$ cat config.mk
export PLATFORM = sky130hd
export DESIGN_NAME = mci_top
export DESIGN_NICKNAME = d
export VERILOG_FILES = /design/src/rtl/mci_top.v
export VERILOG_INCLUDE_DIRS = /design/src /design/src/common
export SDC_FILE = /design/constraint.sdc
export NUM_CORES = 1
export LEC_CHECK = 0
export BUFFER_PORTS_ARGS = -buffer_cell sky130_fd_sc_hd__buf_4
export CAP_MARGIN = 20
export CORE_ASPECT_RATIO = 1.4
export CORE_MARGIN = 10
export CORE_UTILIZATION = 44
export DETAILED_ROUTE_END_ITERATION = 8
export PLACE_DENSITY_LB_ADDON = 0.05
export SYNTH_ARGS = -nofsm -noshare
export SYNTH_HDL_FRONTEND = slang
export SYNTH_SLANG_ARGS = --single-unit
$ cat constraint.sdc
create_clock -name i_clk -period 6.8 [get_ports i_clk]
set_clock_uncertainty 0.2 [all_clocks]
set_input_delay 0.68 -clock i_clk [delete_from_list [all_inputs] [get_ports i_clk]]
set_output_delay 0.68 -clock i_clk [all_outputs]
set_load 0.005 [all_outputs]
$ cat src/common/mci_defines.vh
// Constants of the monitor control and interrupt status block.
// Included by the design file; holds definitions only.
`ifndef MCI_DEFINES_VH
`define MCI_DEFINES_VH

// Register offsets
`define MCI_ADDR_CFG1        8'h40
`define MCI_ADDR_STAT1       8'h41
`define MCI_ADDR_STAT2       8'h42
`define MCI_ADDR_MASK1       8'h43

// Reset values
`define MCI_RST_CFG1         8'h08
`define MCI_RST_STAT1        8'h00
`define MCI_RST_STAT2        8'h00
`define MCI_RST_MASK1        8'h00

// Configuration field positions
`define MCI_CFG_START        0
`define MCI_CFG_INT_EN       1
`define MCI_CFG_THERMAL_ALARM_PIN_EN     2
`define MCI_CFG_INT_CLR      3
`define MCI_CFG_RST_PULSE    4
`define MCI_CFG_RSVD         5
`define MCI_CFG_THERMAL_ALARM_PIN_REL    6
`define MCI_CFG_INIT         7

// Status two field positions
`define MCI_ST2_12V          0
`define MCI_ST2_CORE_TWO     1
`define MCI_ST2_CHASSIS      4
`define MCI_ST2_THERMAL_ALARM_PIN_EXT    5
`define MCI_ST2_DIODE_ONE    6
`define MCI_ST2_DIODE_TWO    7
// Bits 2 and 3 are undefined and read as zero
`define MCI_ST2_IMPL_MASK    8'hf3

// Timing
`define MCI_CLK_KHZ          250000
`define MCI_RST_PULSE_MS     45
`define MCI_RST_PULSE_CYC    (`MCI_RST_PULSE_MS * `MCI_CLK_KHZ)

`endif

$ cat src/rtl/mci_top.v
// Control register, interrupt status and mask logic of a hardware monitor.
// Assumes a register access port driven by the serial bus engine on i_clk,
// and event strobes from the measurement engine on the same clock.
//
// Overview of operation
// - Control bit 0 set runs scanning and limit checks; clear means standby.
// - Clearing the start bit does not release an asserted interrupt output.
// - Control bit 1 enables the active-low interrupt output; resets to 0.
// - Control bit 3 deasserts the interrupt output, status contents kept.
// - While control bit 3 is set monitoring pauses; resumes when cleared.
// - Writing control bit 4 gives a 45 ms low pulse on reset output, self-clearing.
// - Writing control bit 6 releases the thermal alarm output, status kept.
// - Writing control bit 7 restores power-on values, then clears itself.
// - Status one bit sets when its channel's high or low limit is exceeded.
// - Temperature status bits also set on a temperature interrupt condition.
// - Status two bit 0 flags 12 V, bit 1 core voltage two violation.
// - Status two bit 4 sets when chassis intrusion input goes high.
// - Status two bit 5 sets when something else pulls thermal alarm low.
// - Status two bits 6 and 7 flag diode one and two faults.
// - Reading a status register clears the bits that the read returned.
// - Unserviced out-of-limit channels raise a new indication automatically.
// - Mask one bits set stop matching status one bits reaching the interrupt.
`include "mci_defines.vh"

module mci_top #(
    parameter [31:0] RST_PULSE_CYC = `MCI_RST_PULSE_CYC
) (
    // Clock and reset
    input  wire       i_clk,
    input  wire       i_rstn,
    // Register access port
    input  wire       i_reg_wr,
    input  wire       i_reg_rd,
    input  wire [7:0] i_reg_addr,
    input  wire [7:0] i_reg_wdata,
    output reg  [7:0] o_reg_rdata,
    output reg        o_reg_rvalid,
    // Measurement engine events
    input  wire [7:0] i_limit_one,
    input  wire [1:0] i_temp_event,
    input  wire       i_limit_12v,
    input  wire       i_limit_core_voltage_two,
    input  wire       i_diode_one_fault,
    input  wire       i_diode_two_fault,
    input  wire       i_over_temp,
    // Measurement engine control
    output reg        o_monitor_run,
    output reg        o_init_pulse,
    // Pins
    input  wire       i_chassis_pin,
    input  wire       i_thermal_alarm_pin_i,
    output reg        o_thermal_alarm_pin_o,
    output reg        o_thermal_alarm_pin_oe,
    output reg        o_int_n,
    output reg        o_reset_pin_n
);

    reg  [7:0]  cfg_q;
    reg  [7:0]  stat1_q;
    reg  [7:0]  stat2_q;
    reg  [7:0]  mask1_q;
    reg  [23:0] rst_cnt_q;
    reg  [1:0]  chassis_sync_q;
    reg         chassis_prev_q;
    reg  [1:0]  thermal_alarm_pin_sync_q;
    reg  [2:0]  drive_hist_q;

    wire wr_cfg   = i_reg_wr && (i_reg_addr == `MCI_ADDR_CFG1);
    wire wr_mask1 = i_reg_wr && (i_reg_addr == `MCI_ADDR_MASK1);
    wire rd_stat1 = i_reg_rd && (i_reg_addr == `MCI_ADDR_STAT1);
    wire rd_stat2 = i_reg_rd && (i_reg_addr == `MCI_ADDR_STAT2);
    wire do_init  = wr_cfg && i_reg_wdata[`MCI_CFG_INIT];

    // Engine events only count while monitoring runs
    wire running  = cfg_q[`MCI_CFG_START] && !cfg_q[`MCI_CFG_INT_CLR];

    wire [7:0] ev1;
    wire [7:0] ev2;
    wire       chassis_rise;
    wire       thermal_alarm_pin_ext_low;

    assign ev1 = running ? (i_limit_one | {2'b00, i_temp_event, 4'h0}) : 8'h00;

    assign chassis_rise = chassis_sync_q[1] && !chassis_prev_q;
    // Pin low while we have not driven it over the synchroniser latency
    assign thermal_alarm_pin_ext_low = !thermal_alarm_pin_sync_q[1] && (drive_hist_q == 3'b000);

    assign ev2 = ({i_diode_two_fault, i_diode_one_fault, 4'h0,
                   i_limit_core_voltage_two, i_limit_12v} & {8{running}})
               | ({2'b00, thermal_alarm_pin_ext_low, chassis_rise, 4'h0});

    // Pin synchronisers
    always @(posedge i_clk or negedge i_rstn) begin
        if (!i_rstn) begin
            chassis_sync_q <= 2'b00;
            chassis_prev_q <= 1'b0;
            thermal_alarm_pin_sync_q   <= 2'b11;
            drive_hist_q   <= 3'b000;
        end else begin
            chassis_sync_q <= {chassis_sync_q[0], i_chassis_pin};
            chassis_prev_q <= chassis_sync_q[1];
            thermal_alarm_pin_sync_q   <= {thermal_alarm_pin_sync_q[0], i_thermal_alarm_pin_i};
            drive_hist_q   <= {drive_hist_q[1:0], o_thermal_alarm_pin_oe};
        end
    end

    // Configuration register; bits 6 and 7 act on write and read back zero
    always @(posedge i_clk or negedge i_rstn) begin
        if (!i_rstn) begin
            cfg_q <= `MCI_RST_CFG1;
        end else if (do_init) begin
            cfg_q <= `MCI_RST_CFG1;
        end else begin
            if (wr_cfg) begin
                cfg_q[`MCI_CFG_START]    <= i_reg_wdata[`MCI_CFG_START];
                cfg_q[`MCI_CFG_INT_EN]   <= i_reg_wdata[`MCI_CFG_INT_EN];
                cfg_q[`MCI_CFG_THERMAL_ALARM_PIN_EN] <= i_reg_wdata[`MCI_CFG_THERMAL_ALARM_PIN_EN];
                cfg_q[`MCI_CFG_INT_CLR]  <= i_reg_wdata[`MCI_CFG_INT_CLR];
                cfg_q[`MCI_CFG_RSVD]     <= i_reg_wdata[`MCI_CFG_RSVD];
            end
            cfg_q[`MCI_CFG_THERMAL_ALARM_PIN_REL] <= 1'b0;
            cfg_q[`MCI_CFG_INIT]      <= 1'b0;
            // Pulse bit stays set until the pulse has been output
            if (wr_cfg && i_reg_wdata[`MCI_CFG_RST_PULSE] && (rst_cnt_q == 24'h000000)) begin
                cfg_q[`MCI_CFG_RST_PULSE] <= 1'b1;
            end else if (rst_cnt_q == 24'h000001) begin
                cfg_q[`MCI_CFG_RST_PULSE] <= 1'b0;
            end
        end
    end

    // Reset pulse counter; a second write during a pulse is ignored
    always @(posedge i_clk or negedge i_rstn) begin
        if (!i_rstn) begin
            rst_cnt_q     <= 24'h000000;
            o_reset_pin_n <= 1'b1;
        end else begin
            if (wr_cfg && i_reg_wdata[`MCI_CFG_RST_PULSE] && (rst_cnt_q == 24'h000000)) begin
                rst_cnt_q     <= RST_PULSE_CYC[23:0];
                o_reset_pin_n <= 1'b0;
            end else if (rst_cnt_q != 24'h000000) begin
                rst_cnt_q     <= rst_cnt_q - 24'h000001;
                o_reset_pin_n <= (rst_cnt_q == 24'h000001);
            end
        end
    end

    // Status and mask; a set arriving with a read-clear wins
    always @(posedge i_clk or negedge i_rstn) begin
        if (!i_rstn) begin
            stat1_q <= `MCI_RST_STAT1;
            stat2_q <= `MCI_RST_STAT2;
            mask1_q <= `MCI_RST_MASK1;
        end else if (do_init) begin
            stat1_q <= `MCI_RST_STAT1;
            stat2_q <= `MCI_RST_STAT2;
            mask1_q <= `MCI_RST_MASK1;
        end else begin
            stat1_q <= (stat1_q & ~({8{rd_stat1}} & stat1_q)) | ev1;
            stat2_q <= ((stat2_q & ~({8{rd_stat2}} & stat2_q)) | ev2) & `MCI_ST2_IMPL_MASK;
            if (wr_mask1) begin
                mask1_q <= i_reg_wdata;
            end
        end
    end

    // Read port: one cycle latency, unmapped addresses read zero
    always @(posedge i_clk or negedge i_rstn) begin
        if (!i_rstn) begin
            o_reg_rdata  <= 8'h00;
            o_reg_rvalid <= 1'b0;
        end else begin
            o_reg_rvalid <= i_reg_rd;
            if (i_reg_rd) begin
                case (i_reg_addr)
                    `MCI_ADDR_CFG1:  o_reg_rdata <= cfg_q;
                    `MCI_ADDR_STAT1: o_reg_rdata <= stat1_q;
                    `MCI_ADDR_STAT2: o_reg_rdata <= stat2_q;
                    `MCI_ADDR_MASK1: o_reg_rdata <= mask1_q;
                    default:         o_reg_rdata <= 8'h00;
                endcase
            end
        end
    end

    // Interrupt output; start bit plays no part, so standby keeps it asserted
    always @(posedge i_clk or negedge i_rstn) begin
        if (!i_rstn) begin
            o_int_n <= 1'b1;
        end else begin
            o_int_n <= !(cfg_q[`MCI_CFG_INT_EN] && !cfg_q[`MCI_CFG_INT_CLR]
                         && (|(stat1_q & ~mask1_q) || |stat2_q));
        end
    end

    // Thermal alarm output, open drain; release write drops it, a live condition re-asserts
    always @(posedge i_clk or negedge i_rstn) begin
        if (!i_rstn) begin
            o_thermal_alarm_pin_o  <= 1'b0;
            o_thermal_alarm_pin_oe <= 1'b0;
        end else begin
            o_thermal_alarm_pin_o <= 1'b0;
            if (do_init || !cfg_q[`MCI_CFG_THERMAL_ALARM_PIN_EN]) begin
                o_thermal_alarm_pin_oe <= 1'b0;
            end else if (running && i_over_temp) begin
                o_thermal_alarm_pin_oe <= 1'b1;
            end else if (wr_cfg && i_reg_wdata[`MCI_CFG_THERMAL_ALARM_PIN_REL]) begin
                o_thermal_alarm_pin_oe <= 1'b0;
            end
        end
    end

    // Engine control
    always @(posedge i_clk or negedge i_rstn) begin
        if (!i_rstn) begin
            o_monitor_run <= 1'b0;
            o_init_pulse  <= 1'b0;
        end else begin
            o_monitor_run <= running && !do_init;
            o_init_pulse  <= do_init;
        end
    end

endmodule // mci_top

==> results.sh, run 1 <==
export IMPL_status="completed"
export IMPL_yosysTopAreaCell="dfrtp_1"
export IMPL_p_clk_frac=0.421
export IMPL_synth_seq_area_share=0.514
export IMPL_hold_viol=0
export IMPL_vias_per_cell=5.66
export IMPL_drt_first_iter_violations=135
export IMPL_die_area_mm2=0.0123
export IMPL_ant_nets=0
export IMPL_io_pins=52
export IMPL_path_max_fanout=12
export IMPL_crit_start="rst_cnt_q[0]"
export IMPL_wl_per_cell_um=18.7
export IMPL_yosys_register_bits=74
export IMPL_cts_sinks=74
export IMPL_rows=39
export IMPL_synthMuxAreaShare=0.0647
export IMPL_p_per_area_mw_per_mm2=242
export IMPL_synth_top_family_by_area="simple AND/OR/NAND/NOR gates"
export IMPL_critical_path_class="reg -> reg"
export IMPL_postSynthAreaPerCell_um2=11.0
export IMPL_route_detailed_drc=0
export IMPL_post_dp_cell_area_mm2=0.00408
export IMPL_gp_congestion=0.798
export IMPL_synth_xor_area_share=0.0266
export IMPL_post_cts_buffers=0
export IMPL_min_period_ns=2.88
export IMPL_crit_arrival_ns=2.95
export IMPL_worstPathCellList="inv_1, ha_1, or3b_2, or3_1, nor3_2, mux2_2"
export IMPL_final_max_slew_viol_count=0
export IMPL_grt_pass1_wl_mm=14.7
export IMPL_postSynthCellCount=328
export IMPL_synthArstFlopShare=1.00
export IMPL_grt_ovfl_total=0
export IMPL_maxSlewHeadroom=0.349
export IMPL_worstHoldStart="chassis_sync_q[0]"
export IMPL_pre_cts_slack_ns=3.95
export IMPL_power_leakage_nw=1.92
export IMPL_dieWidth_um=96.6
export IMPL_synth_edf_count=0
export IMPL_die_h_um=127
export IMPL_nFillCells=750
export IMPL_rsz0062_at_grt="false"
export IMPL_p_switching_mw=0.252
export IMPL_fin_ws_ns=3.92
export IMPL_critPathLaunchType="register"
export IMPL_antenna_found_initial=0
export IMPL_slowest_stage="nor3_2"
export IMPL_coreArea_mm2=0.00810
export IMPL_critPathMaxStageDelay_ns=0.71
export IMPL_path_buf_inv=1
export IMPL_fin_area_mm2=0.00435
export IMPL_vias=2746
export IMPL_synth_cell_types=61
export IMPL_final_nets=418
export IMPL_p_int_mw=0.799
export IMPL_cts_root_buf="clkbuf_16"
export IMPL_r2r_start="rst_cnt_q[0]"
export IMPL_ctsResizeCount=0
export IMPL_seq_power_share=0.481
export IMPL_clk_pin_slew_worst_paths_ns=0.05
export IMPL_hpwl_mm=6.49
export IMPL_power_share_combinational=0.098
export IMPL_cts_tree="done"
export IMPL_setup_worst_path_end_class="register"
export IMPL_clockBufferDepth=2
export IMPL_wl_mm=9.09
export IMPL_insertion_delay_ns=0.34
export IMPL_grt_pass1_vias=2896
export IMPL_portBuffers=50
export IMPL_max_freq_ghz=0.348
export IMPL_hp_class="reg -> reg"
export IMPL_drive_gt1_frac=0.269
export IMPL_synthAdderAreaFrac=0.0104
export IMPL_yosys_area_share_simple=0.172
export IMPL_cap_viol_max_count=0
export IMPL_tightest_slew_ns=0.973
export IMPL_synth_top_area_share=0.478
export IMPL_drt_first_pass_iters=4
export IMPL_synth_area_top_cells="dfrtp_1 (48%), dfstp_2 (3.6%), mux2i_1 (3.0%), inv_1 (3.0%), a22o_1 (2.9%)"
export IMPL_ctsHoldBuffers=0
export IMPL_cts_buffers=9
export IMPL_syn_to_final_growth_pct=20.4
export IMPL_initial_core_util=0.446
export IMPL_h_tree_depth=3
export IMPL_synth_compound_area_share=0.160
export IMPL_setup_viol=0
export IMPL_ys_warn_count=0
export IMPL_ys_flop_type="dfrtp_1"
export IMPL_crit_family="simple AND/OR/NAND/NOR gates"
export IMPL_grt_util_all_layers=0.148
export IMPL_grt_max_degree=75
export IMPL_fin_setup_tns_ns=0
export IMPL_synthesis_nets=368
export IMPL_period_share=0.423
export IMPL_vdd_drop_max_mv=0.163
export IMPL_sw_frac_of_total=0.240
export IMPL_n_antenna_cell=0
export IMPL_netlist_area_mm2=0.00362
export IMPL_required_ns=6.88
-- power by group through the flow --
stage          Clock (mW)  Combinational [mW]  Sequential [mW]
3_5_place_dp            0               0.104            0.513
4_1_cts             0.452               0.106            0.506
2_1_floorplan           0              0.0577            0.503
6_report            0.442               0.103            0.506
5_1_grt             0.471               0.115            0.512
3_3_place_gp            0               0.103            0.513
-- through the flow --
stage          hold WS [ns]  instances   util  total power [mW]
6_report              0.152        485  0.537              1.05
5_1_grt               0.153        485  0.537              1.10
4_1_cts               0.154        485  0.537              1.06
3_5_place_dp          0.139        469  0.503             0.618
3_3_place_gp          0.144        469  0.503             0.616
2_1_floorplan         0.131        328      -             0.561
-- flip-flops by register name, indices dropped and copies added (netlist names) --
signal                    count
chassis_sync_q                2
o_init_pulse                  1
o_int_n                       1
drive_hist_q                  3
chassis_prev_q                1
o_monitor_run                 1
o_thermal_alarm_pin_oe        1
rst_cnt_q                    24
o_reg_rvalid                  1
thermal_alarm_pin_sync_q      2
stat1_q                       8
cfg_q                         6
stat2_q                       6
o_reset_pin_n                 1
mask1_q                       8
o_reg_rdata                   8
-- worst reg2reg max path: stages, from the launching register on --
cell and delay, ns:
dfrtp_1 0.43, inv_1 0.11, ha_1 0.20, or3b_2 0.50, or3_1 0.37, nor3_2 0.71, mux2_2 0.29
-- layer usage --
layer  global-route usage  vias to the layer above  share of wire
met4               0.0801                        0          0.027
met2                0.260                       68           0.53
met1                0.161                     1341           0.41
met5                    0                        -              0
met3               0.0361                       18          0.038
li1                     -                     1319              -
-- path summary, 6_finish.rpt --
path                       cells past startpoint                 to  slack [ns]
min in group asynchronous                      1      o_monitor_run        0.29
setup reg to reg                               6       rst_cnt_q[0]        3.92
hold reg to reg                                0  chassis_sync_q[1]        0.15
hold / removal                                 0  chassis_sync_q[1]        0.15
max in group asynchronous                      1       rst_cnt_q[7]        5.52
setup / recovery                               6       rst_cnt_q[0]        3.92
-- cells in the final DEF (no fill, tap or decap), drive strengths merged, types with 4 or more instances in the layout --
cell,count
dfrtp,69
buf,55
inv,29
nor2,15
a21oi,14
a211oi,14
clkbuf,13
a22o,12
o21ai,12
mux2i,11
o22ai,10
nor4,9
xor2,8
or2,8
nand4,7
nand2,7
nor3,7
nand3b,6
or4,6
or3,5
o31ai,5
dfstp,5
nand3,4
a31oi,4
mux4,4
-- logic make-up (layout without fill, tap and decap cells) --
logic type | Yosys count | in the layout
AOI/OAI and AO/OA | 82 | 82
muxes | 18 | 18
xor gates and xnor gates | 11 | 11
other | 1 | 1
buffers and inverters | 45 | 100
and+or+nand+nor | 94 | 94
adders and majority gates | 3 | 3
DFF | 74 | 74
-- synthesized netlist by cell type (3+ instances only) --
master,n
a21oi_1,14
nor3_1,5
buf_2,3
or2_2,7
a31oi_1,4
or4_1,5
xor2_1,8
mux2_2,3
nand3_1,4
nand4_1,7
nor4_1,7
a211oi_1,11
o31ai_1,5
mux2i_1,11
xnor2_1,3
nor2_1,15
a211oi_2,3
mux4_2,4
inv_1,29
o21ai_0,12
ha_1,3
o22ai_1,10
nand2_1,6
or3_1,5
a22o_1,12
nand3b_1,6
dfrtp_1,69
nand2b_1,3
dfstp_2,5
clkbuf_1,8
-- area by class of cell --
cell class	instances	area (µm²)	share of cell area
repair buffers	55	413	0.0949
inverters	29	109	0.0250
flip-flops and latches	74	1860	0.427
well taps	102	128	0.0293
clock buffers	13	260	0.0598
clock inverters	3	15.0	0.00345
multi-input cells	209	1570	0.361
Note: power is estimated with default switching activity, not from simulation.
==> run 2: changes to the inputs <==
clock period = 2.6 ns   (was 6.8 ns; I/O delays follow)
==> run 2 against run 1 <==
Final cell count increased by 7.4%; combinational power increased to 2.9 times the previous value; hold slack got worse by 0.13 ns; maximum frequency increased by 18%; sequential share of layout area decreased by 3.1 points; sequential cell count unchanged; critical path type unchanged; non-clock buffer count increased by 36; critical endpoint is now rst_cnt_q[17].
==> results.sh, run 2 (same netlist as run 1, synthesis figures left out) <==
export IMPL_p_per_area_mw_per_mm2=593
export IMPL_die_area_mm2=0.0123
export IMPL_period_share=0.937
export IMPL_grt_pass1_wl_mm=15.4
export IMPL_seq_power_share=0.476
export IMPL_die_h_um=127
export IMPL_wl_per_cell_um=18.0
export IMPL_r2r_end="rst_cnt_q[17]"
export IMPL_final_cells=521
export IMPL_power_leakage_nw=2.07
export IMPL_initial_core_util=0.446
export IMPL_maxSlewHeadroom=0.364
export IMPL_p_int_mw=2.09
export IMPL_clockBufferDepth=2
export IMPL_final_cell_mix="dfrtp_1 (69), buf_4 (68), inv_1 (29), dlygate4sd3_1 (22), nor2_1 (15)"
export IMPL_dieWidth_um=96.6
export IMPL_p_switching_mw=0.695
export IMPL_insertion_delay_ns=0.34
export IMPL_largest_register="rst_cnt_q"
export IMPL_cts_sinks=74
export IMPL_rows=39
export IMPL_path_max_fanout=10
export IMPL_largest_register_ff_count=24
export IMPL_nFillCells=712
export IMPL_fin_util=0.580
export IMPL_min_period_ns=2.44
export IMPL_crit_arrival_ns=2.45
export IMPL_h_tree_depth=3
export IMPL_syn_to_final_growth_pct=29.8
export IMPL_hp_class="in -> reg"
export IMPL_fin_setup_tns_ns=0
export IMPL_clk_pin_slew_worst_paths_ns=0.06
export IMPL_crit_end="rst_cnt_q[17]"
export IMPL_p_clk_frac=0.417
export IMPL_grt_pass1_vias=3002
export IMPL_hpwl_mm=6.78
export IMPL_io_pins=52
export IMPL_cap_viol_max_count=0
export IMPL_cts_tree="done"
export IMPL_wl_mm=9.36
export IMPL_n_antenna_cell=0
export IMPL_final_common_cell="dfrtp_1"
export IMPL_coreArea_mm2=0.00810
export IMPL_critPathLaunchType="register"
export IMPL_rsz0062_at_grt="false"
export IMPL_crit_start="rst_cnt_q[0]"
export IMPL_cts_root_buf="clkbuf_16"
export IMPL_drt_first_pass_iters=4
export IMPL_slowest_stage="or3b_2"
export IMPL_final_nets=454
export IMPL_max_freq_ghz=0.410
export IMPL_route_detailed_drc=0
export IMPL_power_mw=2.78
export IMPL_status="completed"
export IMPL_setup_worst_path_end_class="register"
export IMPL_r2r_slack_ns=0.16
export IMPL_setup_viol=0
export IMPL_grt_max_degree=75
export IMPL_vias_per_cell=5.50
export IMPL_dpl_cell_count=483
export IMPL_r2r_start="rst_cnt_q[0]"
export IMPL_grt_ovfl_total=0
export IMPL_reg2regPathDepth=7
export IMPL_tightest_slew_ns=0.954
export IMPL_antenna_found_initial=0
export IMPL_power_share_combinational=0.107
export IMPL_cts_buffers=9
export IMPL_worstPathCellList="inv_1, ha_1, or3b_2, or3_1, nor3_4, buf_6, a31oi_1"
export IMPL_drive_gt1_frac=0.284
export IMPL_gp_congestion=0.871
export IMPL_critical_path_class="reg -> reg"
export IMPL_vdd_drop_max_mv=0.350
export IMPL_ant_nets=0
export IMPL_required_ns=2.61
export IMPL_sw_frac_of_total=0.250
export IMPL_hold_worst_slack_ns=0.0241
export IMPL_hold_viol=0
export IMPL_grt_util_all_layers=0.154
export IMPL_portBuffers=50
export IMPL_final_max_slew_viol_count=0
export IMPL_critPathMaxStageDelay_ns=0.49
export IMPL_drt_first_iter_violations=106
export IMPL_vias=2864
[run 2: cell count changes in the layout (fill, tap and decap cells not counted), sizes merged]
cell,before,now
dlygate4sd3,0,22
buf,55,69
clkinvlp,0,5
clkbuf,13,10
clkinv,3,1
[run 2: repair_timing]
item / in CTS / in global routing
endpoints found under the setup margin: 0 / 10
endpoints found under the hold margin: 95 / 0
setup buffers: 0 / 0
resized for setup: 0 / 2
hold buffers: 22 / 0
[run 2: worst min-delay path by stage]
stage	startpoint	endpoint	cells past startpoint
floorplan	i_rstn	cfg_q[0]	0
global placement	chassis_sync_q[0]	chassis_sync_q[1]	0
detailed placement	chassis_sync_q[0]	chassis_sync_q[1]	0
CTS	i_reg_wdata[7]	cfg_q[4]	2
global route	i_reg_wdata[7]	cfg_q[4]	2
finish	i_reg_wdata[7]	cfg_q[4]	2
[run 2: power groups by stage]
stage	clock network [mW]	registers (mW)	logic [mW]
CTS	1.18	1.32	0.304
floorplan	0	1.32	0.151
global placement	0	1.34	0.271
finish	1.16	1.32	0.299
global route	1.24	1.34	0.330
detailed placement	0	1.34	0.276
[run 2: worst max-delay path: cells and delay by family, from the launching register on]
kind | cells | cell delay, ns
DFF | 1 | 0.43
AOI/OAI and AO/OA | 1 | 0.05
buffers and inverters | 2 | 0.29
adders and majority gates | 1 | 0.19
and+or+nand+nor | 3 | 1.14
[run 2: layout make-up]
class	instances	area, µm²	share of cell area
flip-flops and latches	74	1860	0.396
repair buffers	91	742	0.158
well taps	102	128	0.0272
inverters	29	109	0.0232
multi-input cells	209	1580	0.336
clock inverters	6	42.5	0.00906
clock buffers	10	239	0.0509
[run 2: per-stage QoR]
stage                     setup WS [ns]  cell area, µm²
final                             0.163            4690
after global routing             0.0320            4690
after CTS                         0.115            4680
after detailed placement          0.154            4180
after global placement            0.207            4180
after floorplan                   0.333            3620
[run 2: metal layers]
metal	up-vias	GRT usage	routed length (µm)
met5	-	0	0
met4	0	0.0670	201
met3	18	0.0394	406
met2	53	0.276	5070
met1	1408	0.166	3690
li1	1385	-	-
